<file path="src/verilog/ubg_pkg.sv">
// shared types and constants of the serial bridge pin port
package ubg_pkg;

    // register indices on the device's internal register port
    localparam logic [3:0] UBG_ADDR_DIR = 4'ha;  // pin_direction
    localparam logic [3:0] UBG_ADDR_STATE = 4'hb;  // pin_state
    localparam logic [3:0] UBG_ADDR_IEN = 4'hc;  // pin_change_irq_enable
    localparam logic [3:0] UBG_ADDR_CTRL = 4'he;  // pin_port_control

    // field positions inside pin_port_control
    localparam int UBG_CTRL_LATCH_BIT = 0;  // input_latch_enable
    localparam int UBG_CTRL_MODEM_BIT = 1;  // upper pins as modem lines
    localparam int UBG_CTRL_SRST_BIT = 3;  // soft_reset_bit

    // pin positions of the modem lines when modem mode is on
    localparam int UBG_PIN_DSR = 4;
    localparam int UBG_PIN_DTR = 5;
    localparam int UBG_PIN_CD = 6;
    localparam int UBG_PIN_RI = 7;

    // masks for all pins, the lower pin group and the dtr pin
    localparam logic [7:0] UBG_MASK_ALL = 8'hff;
    localparam logic [7:0] UBG_MASK_LOW = 8'h0f;
    localparam logic [7:0] UBG_MASK_DTR = 8'h20;

    // reset values of the software visible registers
    localparam logic [7:0] UBG_DIR_RST = 8'h00;
    localparam logic [7:0] UBG_STATE_RST = 8'h00;
    localparam logic [7:0] UBG_IEN_RST = 8'h00;
    localparam logic UBG_LATCH_RST = 1'b0;
    localparam logic UBG_MODEM_RST = 1'b0;

    // one register port request, sampled every enabled clock
    typedef struct packed {
        logic [3:0] addr;   // register index
        logic wr;           // write strobe, one cycle
        logic rd;           // read strobe, one cycle
        logic [7:0] wdata;  // write data
    } ubg_reg_req_t;

    // read answer
    typedef struct packed {
        logic [7:0] rdata;  // read data
        logic rvalid;       // one-cycle answer pulse
    } ubg_reg_rsp_t;

    // modem side of the block
    typedef struct packed {
        logic [2:0] lines;  // asserted ri, cd, dsr (1 = line active)
        logic change;       // modem status change pulse
    } ubg_modem_t;

    // whole state of the port
    typedef struct packed {
        logic [7:0] s1;       // synchroniser stage one
        logic [7:0] s2;       // synchroniser stage two
        logic [7:0] s3;       // synchroniser stage three
        logic [7:0] flt;      // filtered pin level
        logic [7:0] prev;     // filtered level one cycle ago
        logic [7:0] ref_lvl;  // level seen at the last state read, direction write or disable
        logic [7:0] pend;     // latched pending change
        logic [7:0] cap;      // captured level of a latched change
        logic [7:0] dir;      // pin_direction
        logic [7:0] out;      // pin_state write value
        logic [7:0] ien;      // pin_change_irq_enable
        logic latch;          // input_latch_enable
        logic modem;          // upper pins in modem mode
        logic [7:0] rdata;    // read data
        logic rvalid;         // read answer
        logic [7:0] pin;      // pin output level
        logic [7:0] oe;       // pin output enable
        logic irq;            // pin change interrupt
        logic [2:0] mdm;      // modem line levels
        logic mdm_chg;        // modem change pulse
        logic srst;           // soft reset pulse to the device
    } ubg_state_t;

    localparam ubg_state_t UBG_ST_RST = '0;

endpackage : ubg_pkg

</file>
<file path="src/verilog/ubg_gpio_port.sv">
// eight pin programmable port of the serial bridge device
//
// What this block does
// RL1: direction bit 0 input, 1 output
// RL2: direction write clears pending pin interrupt
// RL3: state read returns live level of pins
// RL4: state write drives output pins only
// RL5: input change interrupts only when enabled
// RL6: modem mode ignores upper enables, uses modem
// RL7: soft reset bit resets device, reads zero
// RL8: control bit 1 selects upper modem function
// RL9: unlatched: read or reversion clears interrupt
// RL10: latched: capture level, read, direction write or disable clears
// RL11: gpio mode hides modem status and dtr
// RL12: modem mode shows status, dtr follows control
// RL13: host reads state register for change status
// RL14: pending changes merge into one interrupt
`timescale 1ns/1ps
module ubg_gpio_port (
    input wire logic i_core_clk,
    input wire logic i_rst_n,
    input wire logic i_ce,
    input wire ubg_pkg::ubg_reg_req_t i_req,
    output ubg_pkg::ubg_reg_rsp_t o_rsp,
    input wire logic [7:0] i_pin,
    output logic [7:0] o_pin,
    output logic [7:0] o_pin_oe,
    input wire logic i_modem_irq_en,
    input wire logic i_modem_dtr,
    output ubg_pkg::ubg_modem_t o_modem,
    output logic o_irq,
    output logic o_soft_reset
);
    import ubg_pkg::*;

    ubg_state_t st_ff;      // registered state
    ubg_state_t nxt_st;     // next state
    logic [7:0] mmask;      // pins under gpio control
    logic [7:0] live_en;    // enabled input pins
    logic [7:0] chg;        // filtered level changes
    logic [7:0] pendv;      // pending change per pin
    logic [7:0] rv;         // state read value
    logic rd_state;         // state register read
    logic wr_dir;           // direction register write
    logic [2:0] mchg;       // modem line changes
    logic [7:0] clr;        // pending flag clear per pin

    // next state: synchroniser, change detect, registers and pins
    always_comb
    begin
        nxt_st = st_ff;
        // three stage synchroniser, level accepted when stages agree
        // stage one feeds stage two alone, so metastability goes no further
        nxt_st.s1 = i_pin;
        nxt_st.s2 = st_ff.s1;
        nxt_st.s3 = st_ff.s2;
        for (int n = 0; n < 8; n++)
        begin
            if (st_ff.s2[n] == st_ff.s3[n])
            begin
                nxt_st.flt[n] = st_ff.s3[n];
            end
        end
        nxt_st.prev = st_ff.flt;
        // a change is the filtered level differing from one cycle before
        chg = st_ff.flt ^ st_ff.prev;
        // upper pins leave gpio control in modem mode
        // pins given to the modem function never interrupt; of them only dtr drives
        mmask = st_ff.modem ? UBG_MASK_LOW : UBG_MASK_ALL;  // RL8 RL12
        // interrupt capable pins: enabled inputs under gpio control
        live_en = st_ff.ien & ~st_ff.dir & mmask;  // RL5 RL6
        // side effects of a state read take hold at the answer edge
        rd_state = i_req.rd && (i_req.addr == UBG_ADDR_STATE);
        wr_dir = i_req.wr && (i_req.addr == UBG_ADDR_DIR);
        // pending: latched flag or live difference to the read level
        // unlatched: a level back at its reference drops the request itself
        pendv = st_ff.latch ? st_ff.pend
                            : ((st_ff.flt ^ st_ff.ref_lvl) & live_en);  // RL9
        for (int n = 0; n < 8; n++)
        begin
            // read value: captured level while a latched change waits
            // output pins read back the level seen on the wire
            if (st_ff.latch && st_ff.pend[n])
            begin
                rv[n] = st_ff.cap[n];  // RL10
            end
            else
            begin
                rv[n] = st_ff.flt[n];  // RL3
            end
            // disabling a pin or making it an output forgets its change
            // reference level refreshed by read, direction write, disable
            if (rd_state || wr_dir || !live_en[n])
            begin
                nxt_st.ref_lvl[n] = st_ff.flt[n];  // RL2 RL9
            end
            // latched flag: clear first, then a new change sets it
            clr[n] = rd_state || wr_dir || !live_en[n] || !st_ff.latch;
            if (clr[n])
            begin
                nxt_st.pend[n] = 1'b0;  // RL2 RL10
            end
            // a new change sets the flag; the set wins over a clear
            if (chg[n] && live_en[n] && st_ff.latch)
            begin
                nxt_st.pend[n] = 1'b1;  // RL10
            end
            // capture only the change that raised the flag; later toggles
            // of a pin still pending must not overwrite the held level
            if (chg[n] && live_en[n] && st_ff.latch
                && (!st_ff.pend[n] || clr[n]))
            begin
                nxt_st.cap[n] = st_ff.flt[n];  // RL10
            end
        end
        // read answer, unmapped indices read zero
        nxt_st.rvalid = i_req.rd;
        unique case (i_req.addr)
            UBG_ADDR_DIR: nxt_st.rdata = st_ff.dir;
            UBG_ADDR_STATE: nxt_st.rdata = rv;  // RL3 RL13
            UBG_ADDR_IEN: nxt_st.rdata = st_ff.ien;
            // control reads mode and latch; the soft reset bit reads zero
            UBG_ADDR_CTRL: nxt_st.rdata = {6'h00, st_ff.modem, st_ff.latch};
            // a read of an unmapped index still gets a zero answer
            default: nxt_st.rdata = 8'h00;
        endcase
        if (!i_req.rd)
        begin
            nxt_st.rdata = 8'h00;
        end
        // register writes
        nxt_st.srst = 1'b0;
        if (i_req.wr)
        begin
            unique case (i_req.addr)
                UBG_ADDR_DIR: nxt_st.dir = i_req.wdata;  // RL1
                UBG_ADDR_STATE: nxt_st.out = i_req.wdata;  // RL4
                UBG_ADDR_IEN: nxt_st.ien = i_req.wdata;
                UBG_ADDR_CTRL:
                begin
                    nxt_st.latch = i_req.wdata[UBG_CTRL_LATCH_BIT];
                    nxt_st.modem = i_req.wdata[UBG_CTRL_MODEM_BIT];  // RL8
                end
                // unmapped indices and reserved bits change nothing
                default: nxt_st.srst = 1'b0;
            endcase
        end
        // pin drive: outputs under gpio control, dtr in modem mode
        nxt_st.oe = st_ff.dir & mmask;  // RL1 RL12
        nxt_st.pin = st_ff.out & st_ff.dir & mmask;  // RL4
        if (st_ff.modem)
        begin
            // dtr is active low: a set control bit pulls the pin low
            nxt_st.oe = nxt_st.oe | UBG_MASK_DTR;
            nxt_st.pin[UBG_PIN_DTR] = ~i_modem_dtr;  // RL12
        end
        // one interrupt for all pending pin changes
        // any enabled pending pin keeps the shared line up
        nxt_st.irq = |pendv;  // RL14
        // modem lines: active low pins, hidden in gpio mode
        mchg = {chg[UBG_PIN_RI], chg[UBG_PIN_CD], chg[UBG_PIN_DSR]};
        if (st_ff.modem)
        begin
            nxt_st.mdm = ~{st_ff.flt[UBG_PIN_RI], st_ff.flt[UBG_PIN_CD],
                           st_ff.flt[UBG_PIN_DSR]};  // RL12
            // a change counts only while the modem interrupt is enabled
            nxt_st.mdm_chg = i_modem_irq_en && (|mchg);  // RL6 RL12
        end
        else
        begin
            nxt_st.mdm = 3'h0;  // RL11
            nxt_st.mdm_chg = 1'b0;  // RL11
        end
        // soft reset: return to reset values, keep the live pin view;
        // placed last so that pins, interrupt and modem outputs also go
        // back to idle one cycle after the write
        if (i_req.wr && (i_req.addr == UBG_ADDR_CTRL)
            && i_req.wdata[UBG_CTRL_SRST_BIT])
        begin
            nxt_st = UBG_ST_RST;  // RL7
            nxt_st.dir = UBG_DIR_RST;
            nxt_st.out = UBG_STATE_RST;
            nxt_st.ien = UBG_IEN_RST;
            nxt_st.latch = UBG_LATCH_RST;
            nxt_st.modem = UBG_MODEM_RST;
            nxt_st.s1 = i_pin;
            nxt_st.s2 = st_ff.s1;
            nxt_st.s3 = st_ff.s2;
            nxt_st.flt = st_ff.flt;
            nxt_st.prev = st_ff.flt;
            nxt_st.ref_lvl = st_ff.flt;
            nxt_st.rvalid = i_req.rd;  // a read taken alongside is answered
            nxt_st.srst = 1'b1;  // RL7
        end
    end

    // state register, frozen while the clock enable is low
    // the synchroniser freezes too, so pin pulses that come and go while
    // the port is frozen are never seen
    always_ff @(posedge i_core_clk or negedge i_rst_n)
    begin
        if (!i_rst_n)
        begin
            st_ff <= UBG_ST_RST;
        end
        else if (i_ce)
        begin
            st_ff <= nxt_st;
        end
    end

    // outputs straight from the state register
    assign o_rsp.rdata = st_ff.rdata;
    assign o_rsp.rvalid = st_ff.rvalid;
    assign o_pin = st_ff.pin;
    assign o_pin_oe = st_ff.oe;
    assign o_modem.lines = st_ff.mdm;
    assign o_modem.change = st_ff.mdm_chg;
    assign o_irq = st_ff.irq;
    assign o_soft_reset = st_ff.srst;

endmodule : ubg_gpio_port

</file>
<file path="config.mk">
export PLATFORM = sky130hd
export DESIGN_NAME = ubg_gpio_port
export DESIGN_NICKNAME = d
export VERILOG_FILES = /design/src/verilog/ubg_pkg.sv /design/src/verilog/ubg_gpio_port.sv
export SDC_FILE = /design/constraint.sdc
export NUM_CORES = 1
export LEC_CHECK = 0
export ABC_CLOCK_PERIOD_IN_PS = 2300
export BUFFER_PORTS_ARGS = -buffer_cell sky130_fd_sc_hd__buf_2
export CAP_MARGIN = 20
export CORE_AREA = 2 2 120 122
export CTS_CLUSTER_SIZE = 16
export DETAILED_ROUTE_END_ITERATION = 10
export DIE_AREA = 0 0 122 124
export PLACE_DENSITY = 0.7
export REMOVE_ABC_BUFFERS = 1
export SLEW_MARGIN = 20
export SYNTH_ARGS = -nofsm -noshare
export SYNTH_HDL_FRONTEND = slang
export SYNTH_SLANG_ARGS = --single-unit
</file>
<file path="constraint.sdc">
create_clock -name i_core_clk -period 2.3 [get_ports i_core_clk]
set_clock_uncertainty 0.05 [all_clocks]
set_input_delay 0.46 -clock i_core_clk [delete_from_list [all_inputs] [get_ports i_core_clk]]
set_output_delay 0.46 -clock i_core_clk [all_outputs]
set_load 0.03 [all_outputs]
</file>
==> results of run 1 <==
[state kept, by name, summed over array words and instances (netlist names)]
register and flops:
o_modem 4, st_ff 90, o_rsp 9, o_pin 8
o_soft_reset 1, o_irq 1, o_pin_oe 8
[logic make-up after synthesis]
| family | count (synthesis) |
|---|---|
| AOI/OAI and AO/OA | 136 |
| and+or+nand+nor | 122 |
| DFF | 121 |
| buffers and inverters | 81 |
| muxes | 66 |
| xor gates and xnor gates | 16 |
[stage by stage]
step                      utilization  area, um2  std cells  hold slack, ns
after floorplan                     -       5688        479          0.1144
after global placement         0.4671       6409        737          0.4120
after detailed placement       0.4671       6409        737          0.4207
after CTS                      0.5072       6958        769          0.2045
after global routing           0.5072       6958        769          0.2086
final                          0.5072       6958        769          0.2171
[where the power goes]
group / switching [mW] / internal, mW
registers: 0.470 / 2.64
clock network: 0.938 / 1.52
logic: 0.942 / 0.821
total: 2.35 / 4.98
[final cells by class]
cell class                 instances  area, um2
sequential                       121       3028
tap                              180      225.2
clock buffer                      22      464.2
inverter                          18      67.56
multi-input combinational        340       2592
timing repair buffer              79      505.5
clock inverter                     9      75.07
fill                            1190       6761
[worst register-to-register path, stage by stage (launching register included)]
cell	delay, ns
dfrtp_1	0.46
nand2b_1	0.25
or4b_4	0.57
o311a_1	0.34
a31o_1	0.18
[cell usage in the layout (no fill, tap or decap), types with 3 or more instances in the layout]
master / instances
a222oi_1: 7
nor2b_1: 19
xor2_1: 12
a32o_1: 3
o2bb2ai_1: 14
nand3b_1: 7
a311o_1: 4
a31oi_1: 6
dfrtp_1: 121
nand2b_1: 4
xnor2_1: 4
nor3b_1: 3
clkinv_2: 6
buf_2: 56
a31o_2: 5
a211o_1: 5
nand4_1: 4
nor2_1: 9
buf_12: 4
nand2_1: 40
a21o_1: 5
a21oi_1: 13
clkbuf_1: 3
o31ai_1: 7
nor3_1: 6
o21ai_0: 37
buf_4: 18
inv_1: 18
mux2_2: 65
clkbuf_16: 17
nand3_1: 7
and2_1: 8
a41o_1: 4
[per-layer routing]
layer	vias up	share of wire	GRT usage
li1	1999	-	-
met1	2205	0.46	0.2678
met2	132	0.47	0.3125
met3	27	0.051	0.05403
met4	0	0.019	0.08333
met5	-	0	0
[repair_timing]
item	4_1_cts	5_1_grt
setup endpoints to repair	0	0
endpoints found under the hold margin	37	0
hold buffers	1	0
[how the worst min path moves through the flow]
stage	start	endpoint	slack, ns	cells after the start
floorplan	i_rst_n	o_irq$_DFFE_PN0P_	0.11	0
global placement	i_rst_n	o_pin_oe[2]$_DFFE_PN0P_	0.41	1
detailed placement	i_rst_n	o_pin_oe[2]$_DFFE_PN0P_	0.42	1
CTS	i_pin[5]	st_ff[118]$_DFFE_PN0P_	0.20	2
global route	i_pin[5]	st_ff[118]$_DFFE_PN0P_	0.21	2
finish	i_pin[5]	st_ff[118]$_DFFE_PN0P_	0.22	2
==> flow_summary.toml, run 1 <==
[status]
status = "finished, final reports clean"

[logic_synthesis]
ys.flop_type = "dfrtp_1"
synthCells = 542
synth_warnings = 0
synth_fa_ha_area_frac = 0
synth_top_area_frac = 0.4998
ys_top_cells_by_count = "121 x dfrtp_1, 65 x mux2_2, 40 x nand2_1"
synth-seq-area-share = 0.4998
yosys.area.top_type = "dfrtp_1"
yosysMostFrequentCell = "dfrtp_1"
synth_top_family_by_area = "compound AO/OA/AOI/OAI gates"
async_flop_share = 1.000
synth.mux.area_fraction = 0.1231
synth_compound_area_frac = 0.1669
synth.distinct_cells = 66
synth_xor_area_frac = 0.02313
synth_edf_count = 0
netlist_area_mm2 = 0.006058
syn_avg_cell_area_um2 = 11.18
synth_area_leaders = "dfrtp_1 50%, mux2_2 12%, buf_4 3.7%"
synth-seq-cells = 121
synthSimpleGateAreaFrac = 0.1148

[floorplanning]
ios = 58
initial_core_util = 0.4416
core_area_mm2 = 0.01372
die_area_mm2 = 0.01513
rows = 43
die_h_um = 124
fp.dieW_um = 122

[layout]
antenna_cells = 0
nNetsFinal = 604
drive_gt1_frac = 0.3311
syn_to_final_growth_pct = 14.85

[placement]
portBuffers = 57
dp_slack_ns = 0.2082
gp_congestion = 0.8179
dp_hpwl_mm = 9.796

[critical_path]
startpoint_type = "flip-flop"
cpMaxStageDelayCell = "or4b_4"
cp_num_buf_inv = 0
critPathCaptureType = "flip-flop"
reg2reg_from = "st_ff[31]$_DFFE_PN0P_"
reg2regPathDepth = 4
worstSetupPathType = "reg -> reg"
cpPeakStageDelay_ns = 0.57
crit_start = "st_ff[31]$_DFFE_PN0P_"
crit_path_max_fanout = 6
r2r-end = "st_ff[64]$_DFFE_PN0P_"
crit_cells = 4
required_ns = 2.56
cp_top_family = "simple AND/OR/NAND/NOR gates"
worst-r2r-setup-slack_ns = 0.35
crit_end = "st_ff[64]$_DFFE_PN0P_"
path_cells = "nand2b_1, or4b_4, o311a_1, a31o_1"
worstPathArrival_ns = 2.21

[power]
leakagePower_nw = 3.092
ir_drop_mv = 0.5388
power.density_mw_per_mm2 = 1053
total_power_mw = 7.328

[timing]
period_share = 0.8484
drv_slew = 0
finalHoldViolCount = 0
slew_headroom = 0.6394
tightest_slew_ns = 0.5409
setup_viol = 0
tns_ns = 0
grt_setup_unrepaired = "false"
timing.final.crit_period_ns = 1.951
setup_ws_ns = 0.3488
max_freq_mhz = 512.5

[clocking]
clkTransAtPathRegs_ns = 0.05
cts_tree = "built"
cts_buffer_depth = 2
cts-resized-gates = 0
post-cts-setup-buffers = 0
root_buffer = "clkbuf_16"
clk-insertion-delay-late_ns = 0.42
cts.sinks = 121
cts_buffers = 17
cts_htree_levels = 4

[drt]
drc = 0
post_drt_via_cell_ratio = 5.674
wl_per_cell_um = 18.43
drt-initial-drc-count = 452
vias = 4363
drt-pass1-iter-count = 5
drt_wl_total_mm = 14.17
antenna_left = 0

[hold_path]
hold_path.class = "in -> reg"

[global_route]
grt_max_degree = 47
grt_pass1_vias = 4409
grt_usage = 0.2013
grt.overflow.total = 0
antenna_found_initial = 0
grt_pass1_wl_mm = 23.03

[flow_run]
cap_viol_max_count = 0
(Power assumes the default switching activity.)
==> run 2: changes to the inputs <==
--- a/config.mk
+++ b/config.mk
@@ -5,14 +5,14 @@
 export SDC_FILE = /design/constraint.sdc
 export NUM_CORES = 1
 export LEC_CHECK = 0
-export ABC_CLOCK_PERIOD_IN_PS = 2300
+export ABC_CLOCK_PERIOD_IN_PS = 1650
 export BUFFER_PORTS_ARGS = -buffer_cell sky130_fd_sc_hd__buf_2
 export CAP_MARGIN = 20
 export CORE_AREA = 2 2 120 122
 export CTS_CLUSTER_SIZE = 16
 export DETAILED_ROUTE_END_ITERATION = 10
 export DIE_AREA = 0 0 122 124
-export PLACE_DENSITY = 0.7
+export PLACE_DENSITY = 0.72
 export REMOVE_ABC_BUFFERS = 1
 export SLEW_MARGIN = 20
 export SYNTH_ARGS = -nofsm -noshare
==> constraint.sdc (replaced) <==
create_clock -name i_core_clk -period 1.65 [get_ports i_core_clk]
set_clock_uncertainty 0.05 [all_clocks]
set_input_delay 0.33 -clock i_core_clk [delete_from_list [all_inputs] [get_ports i_core_clk]]
set_output_delay 0.33 -clock i_core_clk [all_outputs]
set_load 0.03 [all_outputs]
==> flow_summary.toml, run 2 (same netlist as run 1, synthesis figures left out) <==
[power]
power.density_mw_per_mm2 = 1477
leakagePower_nw = 3.565
ir_drop_mv = 0.7625
total_power_mw = 11.47

[critical_path]
worstPathArrival_ns = 2.01
crit_path_max_fanout = 4
cpPeakStageDelay_ns = 0.51
required_ns = 1.90
cp_num_buf_inv = 1
worstSetupPathType = "reg -> reg"
startpoint_type = "flip-flop"
cp_top_family = "simple AND/OR/NAND/NOR gates"
cpMaxStageDelayCell = "or3b_2"
critPathCaptureType = "flip-flop"
path_cells = "buf_6, or3b_2, o21ai_2, mux2_2"

[floorplanning]
ios = 58
rows = 43
die_h_um = 124
die_area_mm2 = 0.01513
core_area_mm2 = 0.01372
initial_core_util = 0.4416
fp.dieW_um = 122

[layout]
regMostFlops = "st_ff"
drive_gt1_frac = 0.4395
final_common_cell = "dfrtp_1"
antenna_cells = 0
layout_common_cells = "119 x dfrtp_1, 74 x buf_4, 57 x mux2_2"
largest_reg_flops = 90
final_area_mm2 = 0.007767
syn_to_final_growth_pct = 28.21
nNetsFinal = 667

[drt]
vias = 4661
drt_wl_total_mm = 15.25
post_drt_via_cell_ratio = 5.595
drt-initial-drc-count = 323
drc = 0
antenna_left = 0
wl_per_cell_um = 18.31
drt-pass1-iter-count = 6

[global_route]
grt_pass1_vias = 4684
use_met2 = 0.3415
grt_usage = 0.2138
antenna_found_initial = 0
grt.overflow.total = 0
grt_max_degree = 46
met1_usage = 0.2750
grt_pass1_wl_mm = 24.41
grt_busiest_layer = "met2"
met3_usage = 0.05815

[timing]
setup_viol = 5
finalHoldViolCount = 0
slew_headroom = 0.6386
drv_slew = 0
tightest_slew_ns = 0.5405
timing.final.crit_period_ns = 1.757
period_share = 1.065
max_freq_mhz = 569.1
setup_ws_ns = -0.1071
grt_setup_unrepaired = "true"

[flow_run]
cap_viol_max_count = 0

[placement]
dp_hpwl_mm = 10.67
gp_congestion = 0.8553
portBuffers = 57
placed_area_mm2 = 0.006887

[clocking]
clk-insertion-delay-late_ns = 0.42
cts_buffer_depth = 2
cts_tree = "built"
root_buffer = "clkbuf_16"
clkTransAtPathRegs_ns = 0.06
cts_htree_levels = 4
cts.sinks = 121
cts_buffers = 17

[hold_path]
hold_path.class = "in -> reg"

[status]
violations = "negative setup slack"
status = "finished with violations"
## run 2: path summary, 6_finish.rpt
kind / to / cells past startpoint / slack (ns) / start
worst max-delay path: st_ff[80]$_DFFE_PN0P_ / 4 / -0.11 / st_ff[31]$_DFFE_PN0P_
worst min-delay path: st_ff[114]$_DFFE_PN0P_ / 2 / 0.09 / i_pin[1]
worst max register to register: st_ff[80]$_DFFE_PN0P_ / 4 / -0.11 / st_ff[31]$_DFFE_PN0P_
worst min register to register: o_rsp[3]$_DFFE_PN0P_ / 1 / 0.43 / o_rsp[3]$_DFFE_PN0P_
max in group asynchronous: st_ff[32]$_DFFE_PN0P_ / 3 / 0.67 / i_rst_n
min in group asynchronous: st_ff[98]$_DFFE_PN0P_ / 2 / 0.31 / i_rst_n
## run 2: per-layer routing
metal	routed length (um)	vias up
li1	-	2141
met1	6620	2358
met2	7454	130
met3	740	32
met4	434	0
met5	0	-
## run 2: timing repair
| item | in CTS | in global routing |
|---|---|---|
| endpoints found under the setup margin | 10 | 19 |
| buffers inserted | 5 | 1 |
| hold buffers | 1 | 0 |
| endpoints found under the hold margin | 19 | 0 |
| gates resized for setup | 28 | 16 |
| pin swaps | 17 | 11 |
| cloned | 1 | 0 |
## run 2: where the power goes
part           leakage, nW  internal [mW]  switching [mW]
clock                0.303           2.57            1.41
sequential            1.49           3.68           0.601
combinational         1.78           1.60            1.61
## run 2: layout make-up
cell class,count,area [um2]
Timing Repair Buffer,142,1056
Clock inverter,14,196.4
Clock buffer,18,439.2
Sequential cell,121,3030
Fill cell,1162,5952
Tap cell,180,225.2
Multi-Input combinational cell,340,2753
Inverter,18,67.56
## run 2: stage by stage
| step | setup slack, ns | std cells | hold slack [ns] | TNS (ns) | util |
|---|---|---|---|---|---|
| 3_3_place_gp | -0.1723 | 794 | 0.2042 | -4.039 | 0.5020 |
| 4_1_cts | -0.09641 | 832 | 0.07436 | -0.2872 | 0.5615 |
| 3_5_place_dp | -0.2219 | 794 | 0.2105 | -6.947 | 0.5020 |
| 5_1_grt | -0.1647 | 833 | 0.07535 | -0.7658 | 0.5662 |
| 6_report | -0.1071 | 833 | 0.08857 | -0.3096 | 0.5662 |
| 2_1_floorplan | -0.2660 | 479 | -0.01559 | -1.532 | - |
==> run 3: changes to the inputs <==
--- a/config.mk
+++ b/config.mk
@@ -9,11 +9,11 @@
 export BUFFER_PORTS_ARGS = -buffer_cell sky130_fd_sc_hd__buf_2
 export CAP_MARGIN = 20
 export CORE_AREA = 2 2 120 122
+export CTS_BUF_LIST = sky130_fd_sc_hd__clkbuf_8
 export CTS_CLUSTER_SIZE = 16
 export DETAILED_ROUTE_END_ITERATION = 10
 export DIE_AREA = 0 0 122 124
 export PLACE_DENSITY = 0.72
-export REMOVE_ABC_BUFFERS = 1
 export SLEW_MARGIN = 20
 export SYNTH_ARGS = -nofsm -noshare
 export SYNTH_HDL_FRONTEND = slang
==> flow_summary.toml, run 3 (same netlist as run 1, synthesis figures left out) <==
[timing]
tightest_slew_ns = 0.5145
whs_ns = 0.05955
tns_ns = -0.2308
setup_ws_ns = -0.1105
timing.final.crit_period_ns = 1.761
period_share = 1.067
finalHoldViolCount = 0
drv_slew = 0
grt_setup_unrepaired = "true"
setup_viol = 5
slew_headroom = 0.6560
max_freq_mhz = 568.0

[global_route]
grt_pass1_vias = 4779
antenna_found_initial = 0
grt_max_degree = 47
grt_usage = 0.2089
grt_pass1_wl_mm = 24.41
met1_usage = 0.2728
grt_busiest_layer = "met2"
grt.overflow.total = 0
use_met2 = 0.3369
met3_usage = 0.04670

[clocking]
root_buffer = "clkbuf_8"
cts_tree = "built"
cts_htree_levels = 4
cts.sinks = 121
clk-insertion-delay-late_ns = 0.45
cts_buffers = 17
cts_buffer_depth = 2
clkTransAtPathRegs_ns = 0.07

[drt]
drt_wl_total_mm = 14.89
wl_per_cell_um = 17.79
drt-pass1-iter-count = 5
antenna_left = 0
post_drt_via_cell_ratio = 5.596
drc = 0
drt-initial-drc-count = 412
vias = 4684

[layout]
largest_reg_flops = 90
antenna_cells = 0
finalNonFillerCells = 837
utilization = 0.5509
drive_gt1_frac = 0.4307
final_common_cell = "dfrtp_1"
final_area_mm2 = 0.007559
nNetsFinal = 671
layout_common_cells = "118 x dfrtp_1, 78 x buf_4, 59 x mux2_2"
syn_to_final_growth_pct = 24.76
regMostFlops = "st_ff"

[critical_path]
path_cells = "buf_6, nor3b_2, a222oi_1, buf_4, nand4_1, a32o_1"
cpMaxStageDelayCell = "a222oi_1"
critPathCaptureType = "flip-flop"
startpoint_type = "flip-flop"
worstSetupPathType = "reg -> reg"
required_ns = 1.94
crit_path_max_fanout = 5
cpPeakStageDelay_ns = 0.43
worstPathArrival_ns = 2.05

[power]
ir_drop_mv = 0.5992
seqPwrFrac = 0.410
clockPowerShare = 0.282
power.density_mw_per_mm2 = 1369
power.internal_mw = 6.972
total_power_mw = 10.34
swShare = 0.3260
switching_power_mw = 3.373
leakagePower_nw = 3.479
combinationalPowerShare = 0.308

[floorplanning]
die_area_mm2 = 0.01513
ios = 58
fp.dieW_um = 122
rows = 43
die_h_um = 124
initial_core_util = 0.4416
core_area_mm2 = 0.01372

[hold_path]
hold_path.class = "in -> reg"

[flow_run]
cap_viol_max_count = 0

[status]
status = "finished with violations"
violations = "negative setup slack"

[logic_synthesis]
synth_fp_nets = 569

[placement]
gp_congestion = 0.9038
place_inst = 798
portBuffers = 57
dp_hpwl_mm = 10.82
placed_area_mm2 = 0.006925
dp_slack_ns = -0.2235
==> run 3: routing by layer <==
layer	wire length [um]	vias to the layer above
met5	0	-
met4	310	0
met3	729	33
met2	7245	142
met1	6605	2363
li1	-	2146
==> run 3: power by group through the flow <==
stage	sequential (mW)	combinational [mW]	clock, mW
5_1_grt	4.33	3.46	3.10
2_1_floorplan	4.08	2.13	0
3_3_place_gp	4.22	2.89	0
3_5_place_dp	4.26	2.96	0
4_1_cts	4.23	3.05	2.97
6_report	4.24	3.18	2.92
==> run 3: what timing repair did <==
item / in CTS / in global routing
hold endpoints to repair: 19 / 0
pin swaps: 8 / 8
setup endpoints to repair: 6 / 16
buffers inserted: 3 / 4
hold buffers: 1 / 0
gates resized for setup: 12 / 24
==> run 3: final cells by class <==
type	count	area, um2
timing repair buffer	146	1061
clock inverter	13	176.4
sequential	121	3032
inverter	18	67.56
tap	180	225.2
fill	1150	6161
clock buffer	19	261.5
multi-input combinational	340	2735
==> run 3: worst paths after layout <==
kind / from / end / slack [ns] / cells past startpoint
worst min register to register: o_rsp[2]$_DFFE_PN0P_ / o_rsp[2]$_DFFE_PN0P_ / 0.43 / 1
worst max-delay path: st_ff[31]$_DFFE_PN0P_ / o_irq$_DFFE_PN0P_ / -0.11 / 6
worst min-delay path: i_pin[2] / st_ff[115]$_DFFE_PN0P_ / 0.06 / 2
max in group asynchronous: i_rst_n / st_ff[90]$_DFFE_PN0P_ / 0.71 / 3
worst max register to register: st_ff[31]$_DFFE_PN0P_ / o_irq$_DFFE_PN0P_ / -0.11 / 6
min in group asynchronous: i_rst_n / st_ff[52]$_DFFE_PN0P_ / 0.27 / 2
==> run 3: worst max-delay path: cells and delay by family (launching register included) <==
family	cells	cell delay (ns)
flops	1	0.42
compound gates	2	0.68
simple gates	2	0.18
buf+inv	2	0.31
